<file path="config.mk">
export PLATFORM = sky130hd
export DESIGN_NAME = flash_protect_reset_pins
export DESIGN_NICKNAME = d
export VERILOG_FILES = /design/src/rtl/flash_pins_pkg.sv /design/src/rtl/flash_protect_reset_pins.sv /design/src/rtl/level_filter.sv
export SDC_FILE = /design/constraint.sdc
export NUM_CORES = 1
export LEC_CHECK = 0
export BUFFER_PORTS_ARGS = -buffer_cell sky130_fd_sc_hd__buf_2
export CELL_PAD_IN_SITES_DETAIL_PLACEMENT = 2
export CELL_PAD_IN_SITES_GLOBAL_PLACEMENT = 2
export CORE_ASPECT_RATIO = 1.4
export CORE_MARGIN = 2
export CORE_UTILIZATION = 36
export DETAILED_ROUTE_END_ITERATION = 10
export GPL_TIMING_DRIVEN = 0
export HOLD_SLACK_MARGIN = 0.1
export PLACE_DENSITY_LB_ADDON = 0.1
export SLEW_MARGIN = 20
export SYNTH_ARGS = -nofsm -noshare
export SYNTH_HDL_FRONTEND = slang
export SYNTH_SLANG_ARGS = --single-unit
</file>
<file path="constraint.sdc">
create_clock -name clk_sys -period 3.1 [get_ports clk_sys]
set_input_delay 0.62 -clock clk_sys [delete_from_list [all_inputs] [get_ports clk_sys]]
set_output_delay 0.62 -clock clk_sys [all_outputs]
set_load 0.01 [all_outputs]
</file>
<file path="src/rtl/flash_pins_pkg.sv">
/*
 * Package for the flash pin-function block: timing constants, bit positions,
 * register-write target codes and the packed carriers shared by the modules.
 * Assumes the core clock clk_sys runs at 40 MHz.
 */
package flash_pins_pkg;

   localparam int unsigned CLK_SYS_MHZ         = 40;
   // least reset pulse, in ns; rounds up
   localparam int unsigned RESET_PULSE_MIN_NS  = 200;
   localparam int unsigned RESET_PULSE_CYCLES  =
      (RESET_PULSE_MIN_NS * CLK_SYS_MHZ + 999) / 1000;
   // longest reset recovery, in ns; rounds down
   localparam int unsigned RESET_RECOVERY_NS   = 10000;
   localparam int unsigned RESET_RECOVERY_CYCLES =
      (RESET_RECOVERY_NS * CLK_SYS_MHZ) / 1000;
   // lane 3 held high after a host-bound transfer, in ns; rounds up
   localparam int unsigned DESELECT_NS         = 50;
   localparam int unsigned DESELECT_CYCLES     =
      (DESELECT_NS * CLK_SYS_MHZ + 999) / 1000;

   localparam int unsigned CNT_W               = 16;

   localparam int unsigned WRITE_DISABLE_BIT   = 7;
   localparam int unsigned QUAD_BIT            = 1;
   localparam int unsigned RESET_EN_BIT        = 5;

   // write-any-register targets; all but TGT_OTHER are in the protected group
   localparam logic [2:0]  TGT_STATUS1_NV      = 3'h0;
   localparam logic [2:0]  TGT_STATUS1_V       = 3'h1;
   localparam logic [2:0]  TGT_CONFIG1_NV      = 3'h2;
   localparam logic [2:0]  TGT_CONFIG1_V       = 3'h3;
   localparam logic [2:0]  TGT_OTHER           = 3'h4;

   typedef struct packed {
      logic       writeRegisters;
      logic       writeAnyRegister;
      logic [2:0] target;
   } regWriteReq_t;

   typedef struct packed {
      logic [3:0] dataOut;
      logic [3:0] outEnable_b;
   } quadDrive_t;

endpackage

</file>
<file path="src/rtl/flash_protect_reset_pins.sv">
/*
 * Pin-function logic of a serial flash: write protection of the status-1 and
 * config-1 group, quad lanes 2 and 3, and the two hardware reset inputs.
 * Assumes the command decoder supplies register-write requests and the
 * quad output data; serial clock, chip select and pins are asynchronous.
 */
`timescale 1ns/1ps
module flash_protect_reset_pins
   import flash_pins_pkg::*;
#(
   parameter bit          HAS_RESET_PIN = 1'b1,
   parameter int unsigned RECOVERY_CYC  = RESET_RECOVERY_CYCLES
) (
   input  wire logic         clk_sys,
   input  wire logic         rst_b,
   input  wire logic         serialClk,
   input  wire logic         chipSelect_b,
   input  wire logic         writeProtect_b_in,
   input  wire logic         quadLane3_in,
   input  wire logic         reset_b,
   input  wire logic         statusWriteDisableNv,
   input  wire logic         quadEnable,
   input  wire logic         resetEnable,
   input  wire logic         doubleRate,
   input  wire logic         driveEnable,
   input  wire logic         hostBound,
   input  wire logic [3:0]   txNibble,
   input  wire logic         txNibbleValid,
   input  wire regWriteReq_t regWrite,
   output logic              regWriteAccept,
   output logic              regWriteIgnored,
   output logic              writeProtectActive,
   output logic [3:0]        rxNibble,
   output logic              rxNibbleValid,
   output quadDrive_t        quadDrive,
   output logic              hwResetActive,
   output logic              standbyReady
);

   logic       sckMeta;
   logic       sckSync;
   logic       sckLast;
   logic       csMeta;
   logic       csSync;
   logic       csLast;
   logic       wpMeta;
   logic       wpSync;
   logic       sckRise;
   logic       sckFall;
   logic       protectHit;
   logic       isProtectedWrite;
   logic       sharedQualify;
   logic       sharedHeld;
   logic       dedicatedHeld;
   logic       sharedLevel;
   logic       resetRequest;
   logic [CNT_W-1:0] recoveryCount;
   logic [CNT_W-1:0] deselectCount;
   logic       lastWasHostBound;

   always_ff @(posedge clk_sys) begin
      if (!rst_b) begin
         sckMeta  <= 1'b0;
         sckSync  <= 1'b0;
         sckLast  <= 1'b0;
         csMeta   <= 1'b1;
         csSync   <= 1'b1;
         csLast   <= 1'b1;
         wpMeta   <= 1'b1;
         wpSync   <= 1'b1;
      end else begin
         sckMeta  <= serialClk;
         sckSync  <= sckMeta;
         sckLast  <= sckSync;
         csMeta   <= chipSelect_b;
         csSync   <= csMeta;
         csLast   <= csSync;
         wpMeta   <= writeProtect_b_in;
         wpSync   <= wpMeta;
      end
   end

   assign sckRise = sckSync && !sckLast;
   assign sckFall = !sckSync && sckLast;

   // protect function exists only outside quad mode
   assign protectHit = statusWriteDisableNv && !wpSync && !quadEnable;
   assign isProtectedWrite = regWrite.writeRegisters ||
      (regWrite.writeAnyRegister && (regWrite.target != TGT_OTHER));

   // blocked writes are dropped; regWriteIgnored flags each one instead of regWriteAccept
   always_ff @(posedge clk_sys) begin
      if (!rst_b || resetRequest) begin
         regWriteAccept     <= 1'b0;
         regWriteIgnored    <= 1'b0;
         writeProtectActive <= 1'b0;
      end else begin
         writeProtectActive <= protectHit;
         regWriteIgnored    <= isProtectedWrite && protectHit && !csSync;
         regWriteAccept     <= (regWrite.writeRegisters || regWrite.writeAnyRegister)
                               && !csSync && !(isProtectedWrite && protectHit);
      end
   end

   // lanes 2 and 3 captured only on rising serial clock while selected
   always_ff @(posedge clk_sys) begin
      if (!rst_b) begin
         rxNibble      <= 4'h0;
         rxNibbleValid <= 1'b0;
      end else begin
         rxNibbleValid <= 1'b0;
         if (sckRise && quadEnable && !csSync) begin
            // one synchroniser per pin, so lane and reset views never disagree
            rxNibble      <= {sharedLevel, wpSync, 2'h0};
            rxNibbleValid <= 1'b1;
         end
      end
   end

   always_ff @(posedge clk_sys) begin
      if (!rst_b) begin
         lastWasHostBound <= 1'b0;
      end else if (!csSync) begin
         lastWasHostBound <= hostBound && quadEnable;
      end
   end

   always_ff @(posedge clk_sys) begin
      if (!rst_b) begin
         deselectCount <= '0;
      end else if (csSync && !csLast && lastWasHostBound) begin
         deselectCount <= CNT_W'(DESELECT_CYCLES);
      end else if (!csSync) begin
         deselectCount <= '0;
      end else if (deselectCount != '0) begin
         deselectCount <= deselectCount - 1'b1;
      end
   end

   // output changes after falling edge (single rate) or any edge (double)
   always_ff @(posedge clk_sys) begin
      if (!rst_b || resetRequest) begin
         quadDrive <= '{dataOut: 4'h0, outEnable_b: 4'hF};
      end else if (csSync) begin
         // drive lane 3 high briefly so the pin never looks like reset
         quadDrive.dataOut[3]     <= 1'b1;
         quadDrive.outEnable_b    <= (deselectCount != '0) ? 4'h7 : 4'hF;
      end else if (driveEnable && quadEnable && txNibbleValid &&
                   (sckFall || (doubleRate && sckRise))) begin
         quadDrive.dataOut     <= txNibble;
         quadDrive.outEnable_b <= 4'h0;
      end else if (!driveEnable) begin
         quadDrive.outEnable_b <= 4'hF;
      end
   end

   // shared pin is reset only when enabled and deselected, in either quad setting
   assign sharedQualify = resetEnable && csSync;

   level_filter #(
      .HOLD_CYCLES(RESET_PULSE_CYCLES)
   ) u_sharedFilter (
      .clk_sys  (clk_sys),
      .rst_b    (rst_b),
      .pinIn    (quadLane3_in),
      .qualify  (sharedQualify),
      .syncLevel(sharedLevel),
      .held     (sharedHeld)
   );

   // a package without the pin sees it tied high
   level_filter #(
      .HOLD_CYCLES(RESET_PULSE_CYCLES + 1)
   ) u_dedicatedFilter (
      .clk_sys  (clk_sys),
      .rst_b    (rst_b),
      .pinIn    (HAS_RESET_PIN ? reset_b : 1'b1),
      .qualify  (1'b1),
      .syncLevel(),
      .held     (dedicatedHeld)
   );

   assign resetRequest = sharedHeld || dedicatedHeld;

   // restarts on every request, even mid-command or mid-reset
   always_ff @(posedge clk_sys) begin
      if (!rst_b) begin
         recoveryCount <= '0;
         hwResetActive <= 1'b0;
         standbyReady  <= 1'b0;
      end else if (resetRequest) begin
         recoveryCount <= CNT_W'(RECOVERY_CYC);
         hwResetActive <= 1'b1;
         standbyReady  <= 1'b0;
      end else if (recoveryCount > CNT_W'(1)) begin
         recoveryCount <= recoveryCount - 1'b1;
      end else begin
         recoveryCount <= '0;
         hwResetActive <= 1'b0;
         standbyReady  <= 1'b1;
      end
   end

   a_reset_start: assert property (@(posedge clk_sys) disable iff (!rst_b)
      resetRequest |=> hwResetActive && !standbyReady)
      else $error("reset request did not start reset");

   a_shared_off: assert property (@(posedge clk_sys) disable iff (!rst_b)
      !resetEnable throughout (!resetEnable [*2]) |-> !sharedHeld)
      else $error("shared pin reset while disabled");

   a_shared_quad: assert property (@(posedge clk_sys) disable iff (!rst_b)
      !$past(csSync) |-> !sharedHeld)
      else $error("shared pin reset while selected");

   a_protect_drop: assert property (@(posedge clk_sys) disable iff (!rst_b)
      (regWrite.writeRegisters && protectHit && !csSync && !resetRequest)
      |=> regWriteIgnored && !regWriteAccept)
      else $error("protected write accepted");

   a_quad_noprot: assert property (@(posedge clk_sys) disable iff (!rst_b)
      $past(quadEnable) |-> !writeProtectActive)
      else $error("protect active in quad mode");

   a_desel_float: assert property (@(posedge clk_sys) disable iff (!rst_b)
      (csSync && deselectCount == '0 && $past(csSync) && !resetRequest)
      |=> quadDrive.outEnable_b == 4'hF)
      else $error("outputs driven while deselected");

   a_lane3_high: assert property (@(posedge clk_sys) disable iff (!rst_b)
      (csSync && deselectCount != '0 && !resetRequest)
      |=> !quadDrive.outEnable_b[3] && quadDrive.dataOut[3])
      else $error("lane 3 not held high after read");

   a_recover_end: assert property (@(posedge clk_sys) disable iff (!rst_b)
      (recoveryCount == CNT_W'(1) && !resetRequest) |=> standbyReady)
      else $error("recovery did not reach standby");

   a_rx_rise: assert property (@(posedge clk_sys) disable iff (!rst_b)
      rxNibbleValid |-> $past(sckRise) && $past(quadEnable))
      else $error("lane sample not on rising edge");

endmodule

</file>
<file path="src/rtl/level_filter.sv">
/*
 * Low-level filter: two-flop synchroniser, then a counter that pulses
 * once when the synchronised input has stayed low and qualified for
 * HOLD_CYCLES clk_sys cycles. Assumes an asynchronous input level.
 */
`timescale 1ns/1ps
module level_filter
   import flash_pins_pkg::*;
#(
   parameter int unsigned HOLD_CYCLES = 1
) (
   input  wire logic clk_sys,
   input  wire logic rst_b,
   input  wire logic pinIn,
   input  wire logic qualify,
   output logic      syncLevel,
   output logic      held
);

   logic             syncMeta;
   logic [CNT_W-1:0] lowCount;

   always_ff @(posedge clk_sys) begin
      if (!rst_b) begin
         syncMeta  <= 1'b1;
         syncLevel <= 1'b1;
      end else begin
         syncMeta  <= pinIn;
         syncLevel <= syncMeta;
      end
   end

   // pulse once per low period, so a long hold does not restart reset
   always_ff @(posedge clk_sys) begin
      if (!rst_b) begin
         lowCount <= '0;
         held     <= 1'b0;
      end else if (syncLevel || !qualify) begin
         lowCount <= '0;
         held     <= 1'b0;
      end else if (lowCount < CNT_W'(HOLD_CYCLES)) begin
         lowCount <= lowCount + 1'b1;
         held     <= (lowCount == CNT_W'(HOLD_CYCLES - 1));
      end else begin
         held     <= 1'b0;
      end
   end

endmodule
</file>
==> results_dict.tcl, run 1 <==
set metrics [dict create \
    std_cell_rows 42 \
    ioPinCount 41 \
    maximum_number_of_pins_on_one_net_before_global_route_repair 14 \
    overall_power_after_layout_mw 3.79 \
    ys.flop_type "sky130_fd_sc_hd__dfxtp_1" \
    start_util_pct 37.1 \
    maxCapViolCount 0 \
    yosys.cell_count.top_type "sky130_fd_sc_hd__dfxtp_1" \
    gpl.final_weighted_congestion 0.747 \
    syn_area_um2 3530 \
    drt_drc_violations_left 0 \
    rsz0062_at_grt "no" \
    vias_in_the_first_global_route 2814 \
    synth.yosys.seq_area_share_pct 52.8 \
    initial_antenna_violation_count 0 \
    die_w_um 87.7 \
    netlist.area_leader.share_pct 52.8 \
    nNetsFinal 447 \
    setup_viol 0 \
    synth_top_area_cell "sky130_fd_sc_hd__dfxtp_1" \
    startpoint_of_the_lowest_slack_hold_path "u_sharedFilter.syncMeta" \
    place.port_buffers 37 \
    worst_hold_path_type "flop to flop" \
    r2r_end "recoveryCount[14]" \
    synth.top_cells.by_count "sky130_fd_sc_hd__dfxtp_1, sky130_fd_sc_hd__nor2_1, sky130_fd_sc_hd__and2_1, sky130_fd_sc_hd__nand2_1, sky130_fd_sc_hd__xnor2_1" \
    worst_case_headroom_to_the_max_slew_limit_pct 45.0 \
    vdd.ir_drop.worst_uv 327 \
    tritoncts.num_buffers 9 \
    dr.pass1.iters 4 \
    status "completed" \
    drive_gt1_share_pct 13.8 \
    grt_use_total_pct 15.9 \
    hpwl_mm 5.68 \
    synth.distinct_cells 39 \
    antenna_cells_inserted 0 \
    required_ns 3.33 \
    tcrit_tclk_final_pct 75.0 \
    area_overhead_of_the_layout_relative_to_synthesis_pct 17.8 \
    synth.avg_cell_area_um2 9.58 \
    startpoint_type "flop" \
    drt-wirelength-per-cell_um 13.8 \
    slew_violations 0 \
    grt.overflow.total 0 \
    drt_total_wl_mm 7.66 \
    post_cts_resized 0 \
    die_h_um 121 \
    synth.ff_latch_count 93 \
    timing.critical_path.fanout_max 10 \
    max_clock_freq_mhz 430 \
    worst_hold_path.num_cells 1 \
    total_negative_setup_slack_ns 0 \
    cts_buffer_depth 2 \
    timing.critical_path.mode_cell "sky130_fd_sc_hd__or4_1" \
    die-area_um2 10600 \
    worst_r2r_path_depth 7 \
    number_of_setup_buffers_added_after_cts 0 \
    slowest_delay_ns 0.56 \
    report.final.hold_viol_count 0 \
    avgViaCountPerCell 4.74 \
    cts_hold_buf 0 \
    ctsRootBufferMaster "sky130_fd_sc_hd__clkbuf_16" \
    power.density_cell_area_nw_per_um2 911 \
    grt_pass1_wl_mm 13.0 \
    cp.arrival_ns 2.56 \
    clkSlewWorstSetupHoldPaths_ns 0.06 \
    finalClockSkew_ns 0.00381 \
    drt_first_iter_violations 71 \
    postSynthCellCount 368 \
    post-route-min-period_ns 2.32 \
    cts_sinks 93 \
    path_cells "or4_4 > or4_1 > or4_1 > buf_2 > nand3_4 > buf_8 > nor2_1" \
    synth-async-reset-ratio_pct 0 \
    placeableCoreArea_um2 9510 \
    tightestPinTransition_ns 0.818 \
    synth_edf_count 0 \
    critical-path-slowest-cell "sky130_fd_sc_hd__or4_4" \
    timing.rr.start "recoveryCount[10]" \
    worstSetupEndpointType "flop" \
    top_cells_by_area_synth "sky130_fd_sc_hd__dfxtp_1, sky130_fd_sc_hd__nor2_1, sky130_fd_sc_hd__and2_1, sky130_fd_sc_hd__xnor2_1, sky130_fd_sc_hd__nand2_1" \
    total_leakage_power_nw 1.69 \
    clock_latency_ns 0.33 \
    detail-route-antenna-nets 0 \
    regToRegSetupSlack_ns 0.78 \
    cts_htree_levels 3 \
    routed-via-count 2622 \
    holdPathEnd "u_sharedFilter.syncLevel" \
    clock_tree_from_tritoncts "yes" \
    synth.yosys.warnings 0 \
    setup.worst_path.class "flop to flop" \
]
## cells in the final DEF (no fill, tap or decap), drive strengths merged, types with 2 or more instances in the layout
master  instances
nor3b           2
nand4           2
nand2b         12
and4            2
nand3b          4
dfxtp          93
a21oi          11
nand3           9
xnor2          20
nor2           52
nand2          24
nand4b          3
clkbuf         24
o21ai           6
inv            10
nor4b           3
conb            2
nor3           10
buf            43
a21boi          4
nor4           11
and2           30
or3             2
xor2            8
nor2b           4
ha              7
mux2i           7
or4             8
## kinds of logic (layout without fill, tap and decap cells)
family / Yosys count / count (layout) / synth area share [%]
simple gates: 180 / 180 / 27.6
xor+xnor: 28 / 28 / 6.95
fa+ha+maj: 7 / 7 / 2.48
flops: 93 / 93 / 52.8
compound gates: 24 / 24 / 4.15
buf+inv: 27 / 79 / 3.65
other cells: 1 / 2 / 0.106
mux: 8 / 8 / 2.31
## power by group
part | total, mW | switching [mW] | internal, mW
Combinational | 1.21 | 0.677 | 0.529
Sequential | 1.54 | 0.164 | 1.38
Clock | 1.04 | 0.419 | 0.620
## cell type report
type / instances / area (um2)
fill: 1070 / 5360
sequential: 93 / 1860
multi-input combinational: 249 / 1540
clock buffer: 13 / 240
timing repair buffer: 37 / 185
tap: 132 / 165
buffer: 17 / 91.3
inverter: 10 / 37.5
clock inverter: 2 / 35.0
## worst max path at each step
stage / startpoint / end / slack (ns)
5_1_grt: deselectCount[4] / deselectCount[6] / 0.60
3_5_place_dp: recoveryCount[10] / recoveryCount[14] / 0.76
4_1_cts: recoveryCount[10] / recoveryCount[14] / 0.75
2_1_floorplan: recoveryCount[10] / recoveryCount[11] / 0.92
6_report: recoveryCount[10] / recoveryCount[14] / 0.78
3_3_place_gp: recoveryCount[10] / recoveryCount[14] / 0.78
## state kept, by name, summed over array words and instances, names as in the netlist, 2 cells and up
| signal | flops |
|---|---|
| u_dedicatedFilter.lowCount | 16 |
| quadDrive | 6 |
| deselectCount | 16 |
| rxNibble | 2 |
| u_sharedFilter.lowCount | 16 |
| recoveryCount | 16 |
## per-stage QoR
step / area, um2 / util, % / hold slack (ns) / worst slack [ns] / cells
floorplan: 3530 / - / 0.386 / 0.919 / 369
global placement: 3880 / 40.8 / 0.394 / 0.782 / 538
detailed placement: 3880 / 40.8 / 0.401 / 0.757 / 538
CTS: 4160 / 43.7 / 0.413 / 0.748 / 553
global route: 4160 / 43.7 / 0.422 / 0.597 / 553
finish: 4160 / 43.7 / 0.411 / 0.776 / 553
## critical path, delay by kind of cell, from the launching register on
kind          cells  cell delay [ns]
simple gates      5             1.56
buf+inv           2             0.32
flops             1             0.33
## routing by layer
layer	track usage [%]	wire (um)	vias up
li1	-	-	1313
met1	17.2	3120	1277
met2	28.8	4190	21
met3	3.67	179	11
met4	7.21	169	0
met5	0	0	-
No activity file was read; power rests on OpenSTA's default activity.
==> run 2, diff against run 1 <==
clock period = 2.2 ns   (was 3.1 ns; I/O delays follow)
==> results_dict.tcl, run 2 (synthesis results as in run 1) <==
set metrics [dict create \
    worst_r2r_path_depth 6 \
    cts_sinks 93 \
    worst_case_headroom_to_the_max_slew_limit_pct 45.6 \
    grt_use_total_pct 16.6 \
    required_ns 2.42 \
    grt_pass1_wl_mm 13.5 \
    r2r_end "recoveryCount[6]" \
    regToRegSetupSlack_ns -0.09 \
    drt_total_wl_mm 8.34 \
    avgViaCountPerCell 4.79 \
    initial_antenna_violation_count 0 \
    slew_violations 0 \
    maxCapViolCount 0 \
    worst_hold_path_type "input pin to flop" \
    max_clock_freq_mhz 437 \
    fin_util_pct 45.3 \
    tcrit_tclk_final_pct 104 \
    drt_drc_violations_left 0 \
    power.density_cell_area_nw_per_um2 1320 \
    cts_htree_levels 3 \
    ioPinCount 41 \
    cp.arrival_ns 2.51 \
    placeableCoreArea_um2 9510 \
    timing.critical_path.to "recoveryCount[6]" \
    report.final.hold_viol_count 0 \
    total_negative_setup_slack_ns -0.705 \
    finalClockSkew_ns 0.00421 \
    n_fill_cell 1058 \
    area_overhead_of_the_layout_relative_to_synthesis_pct 22.3 \
    start_util_pct 37.1 \
    post-route-worst-setup-slack_ns -0.0893 \
    routed-via-count 2683 \
    layout.cells.most_common "sky130_fd_sc_hd__dfxtp_1" \
    drt-wirelength-per-cell_um 14.9 \
    commonest_non_fill_non_tap_cells_in_the_layout "sky130_fd_sc_hd__dfxtp_1, sky130_fd_sc_hd__nor2_1, sky130_fd_sc_hd__buf_2" \
    tritoncts.num_buffers 9 \
    vdd.ir_drop.worst_uv 631 \
    nNetsFinal 454 \
    total_leakage_power_nw 1.75 \
    worst_hold_slack_ns 0.296 \
    gpl.final_weighted_congestion 0.747 \
    setup_viol 17 \
    clkSlewWorstSetupHoldPaths_ns 0.06 \
    ctsRootBufferMaster "sky130_fd_sc_hd__clkbuf_16" \
    rsz0062_at_grt "yes" \
    place_worst_setup_slack_ns -0.143 \
    die_w_um 87.7 \
    die-area_um2 10600 \
    hpwl_mm 5.68 \
    clock_latency_ns 0.33 \
    cts_buffer_depth 2 \
    drive_gt1_share_pct 21.0 \
    overall_power_after_layout_mw 5.70 \
    cts_hold_buf 0 \
    grt.overflow.total 0 \
    timing.critical_path.fanout_max 5 \
    std_cell_rows 42 \
    worstSetupEndpointType "flop" \
    post-route-min-period_ns 2.29 \
    die_h_um 121 \
    timing.rr.start "recoveryCount[11]" \
    final_cell_area_um2 4310 \
    crit_path_start "recoveryCount[11]" \
    finish.cell_count_without_fillers 560 \
    startpoint_type "flop" \
    maximum_number_of_pins_on_one_net_before_global_route_repair 14 \
    drt_first_iter_violations 91 \
    dr.pass1.iters 4 \
    detailed_place.area_um2 3880 \
    vias_in_the_first_global_route 2873 \
    antenna_cells_inserted 0 \
    detail-route-antenna-nets 0 \
    violations "negative setup slack" \
    place.port_buffers 37 \
    status "finished with violations" \
    place_inst 538 \
    setup.worst_path.class "flop to flop" \
    clock_tree_from_tritoncts "yes" \
    tightestPinTransition_ns 0.809 \
]
-- run 2: cell count changes in the layout (fill, tap and decap cells not counted), sizes merged --
cell / delta
buf: +7
-- run 2: where the power goes --
| group | switching (mW) | internal, mW | leakage [nW] |
|---|---|---|---|
| combinational | 1.11 | 0.916 | 0.858 |
| sequential | 0.260 | 1.94 | 0.759 |
| clock | 0.596 | 0.874 | 0.134 |
-- run 2: layer usage --
metal | share of wire, % | GRT usage [%] | wire (um)
met4 | 2.2 | 7.21 | 183
met2 | 56 | 30.4 | 4660
met1 | 40 | 17.8 | 3320
met5 | 0 | 0 | 0
met3 | 2.0 | 3.67 | 166
-- run 2: worst min path at each step --
stage,startpoint,end,slack (ns),cells after the start
after floorplan,csMeta,csSync,0.39,1
after CTS,reset_b,u_dedicatedFilter.syncMeta,0.28,2
after global placement,wpMeta,wpSync,0.39,1
after global routing,chipSelect_b,csMeta,0.30,2
final,reset_b,u_dedicatedFilter.syncMeta,0.30,2
after detailed placement,u_dedicatedFilter.syncMeta,u_dedicatedFilter.syncLevel,0.40,1
-- run 2: critical path: stages, from the launching register on --
cell	delay, ns
sky130_fd_sc_hd__dfxtp_2	0.32
sky130_fd_sc_hd__or4_4	0.54
sky130_fd_sc_hd__or4_4	0.49
sky130_fd_sc_hd__or4_4	0.46
sky130_fd_sc_hd__nand3_4	0.15
sky130_fd_sc_hd__buf_6	0.16
sky130_fd_sc_hd__nor2_2	0.05
-- run 2: final cells by class --
cell class | instances | area, um2 | area share, %
Buffer | 15 | 72.6 | 1.68
Clock buffer | 13 | 240 | 5.57
Clock inverter | 2 | 35.0 | 0.812
Inverter | 10 | 37.5 | 0.870
Multi-Input combinational cell | 249 | 1620 | 37.5
Sequential cell | 93 | 1870 | 43.3
Tap cell | 132 | 165 | 3.83
Timing Repair Buffer | 46 | 280 | 6.50
-- run 2: repair_timing --
action,CTS,global route
pin swaps,4,6
endpoints found under the setup margin,19,25
endpoints found under the hold margin,0,0
buffers inserted,5,3
cloned,1,0
resized for setup,13,23
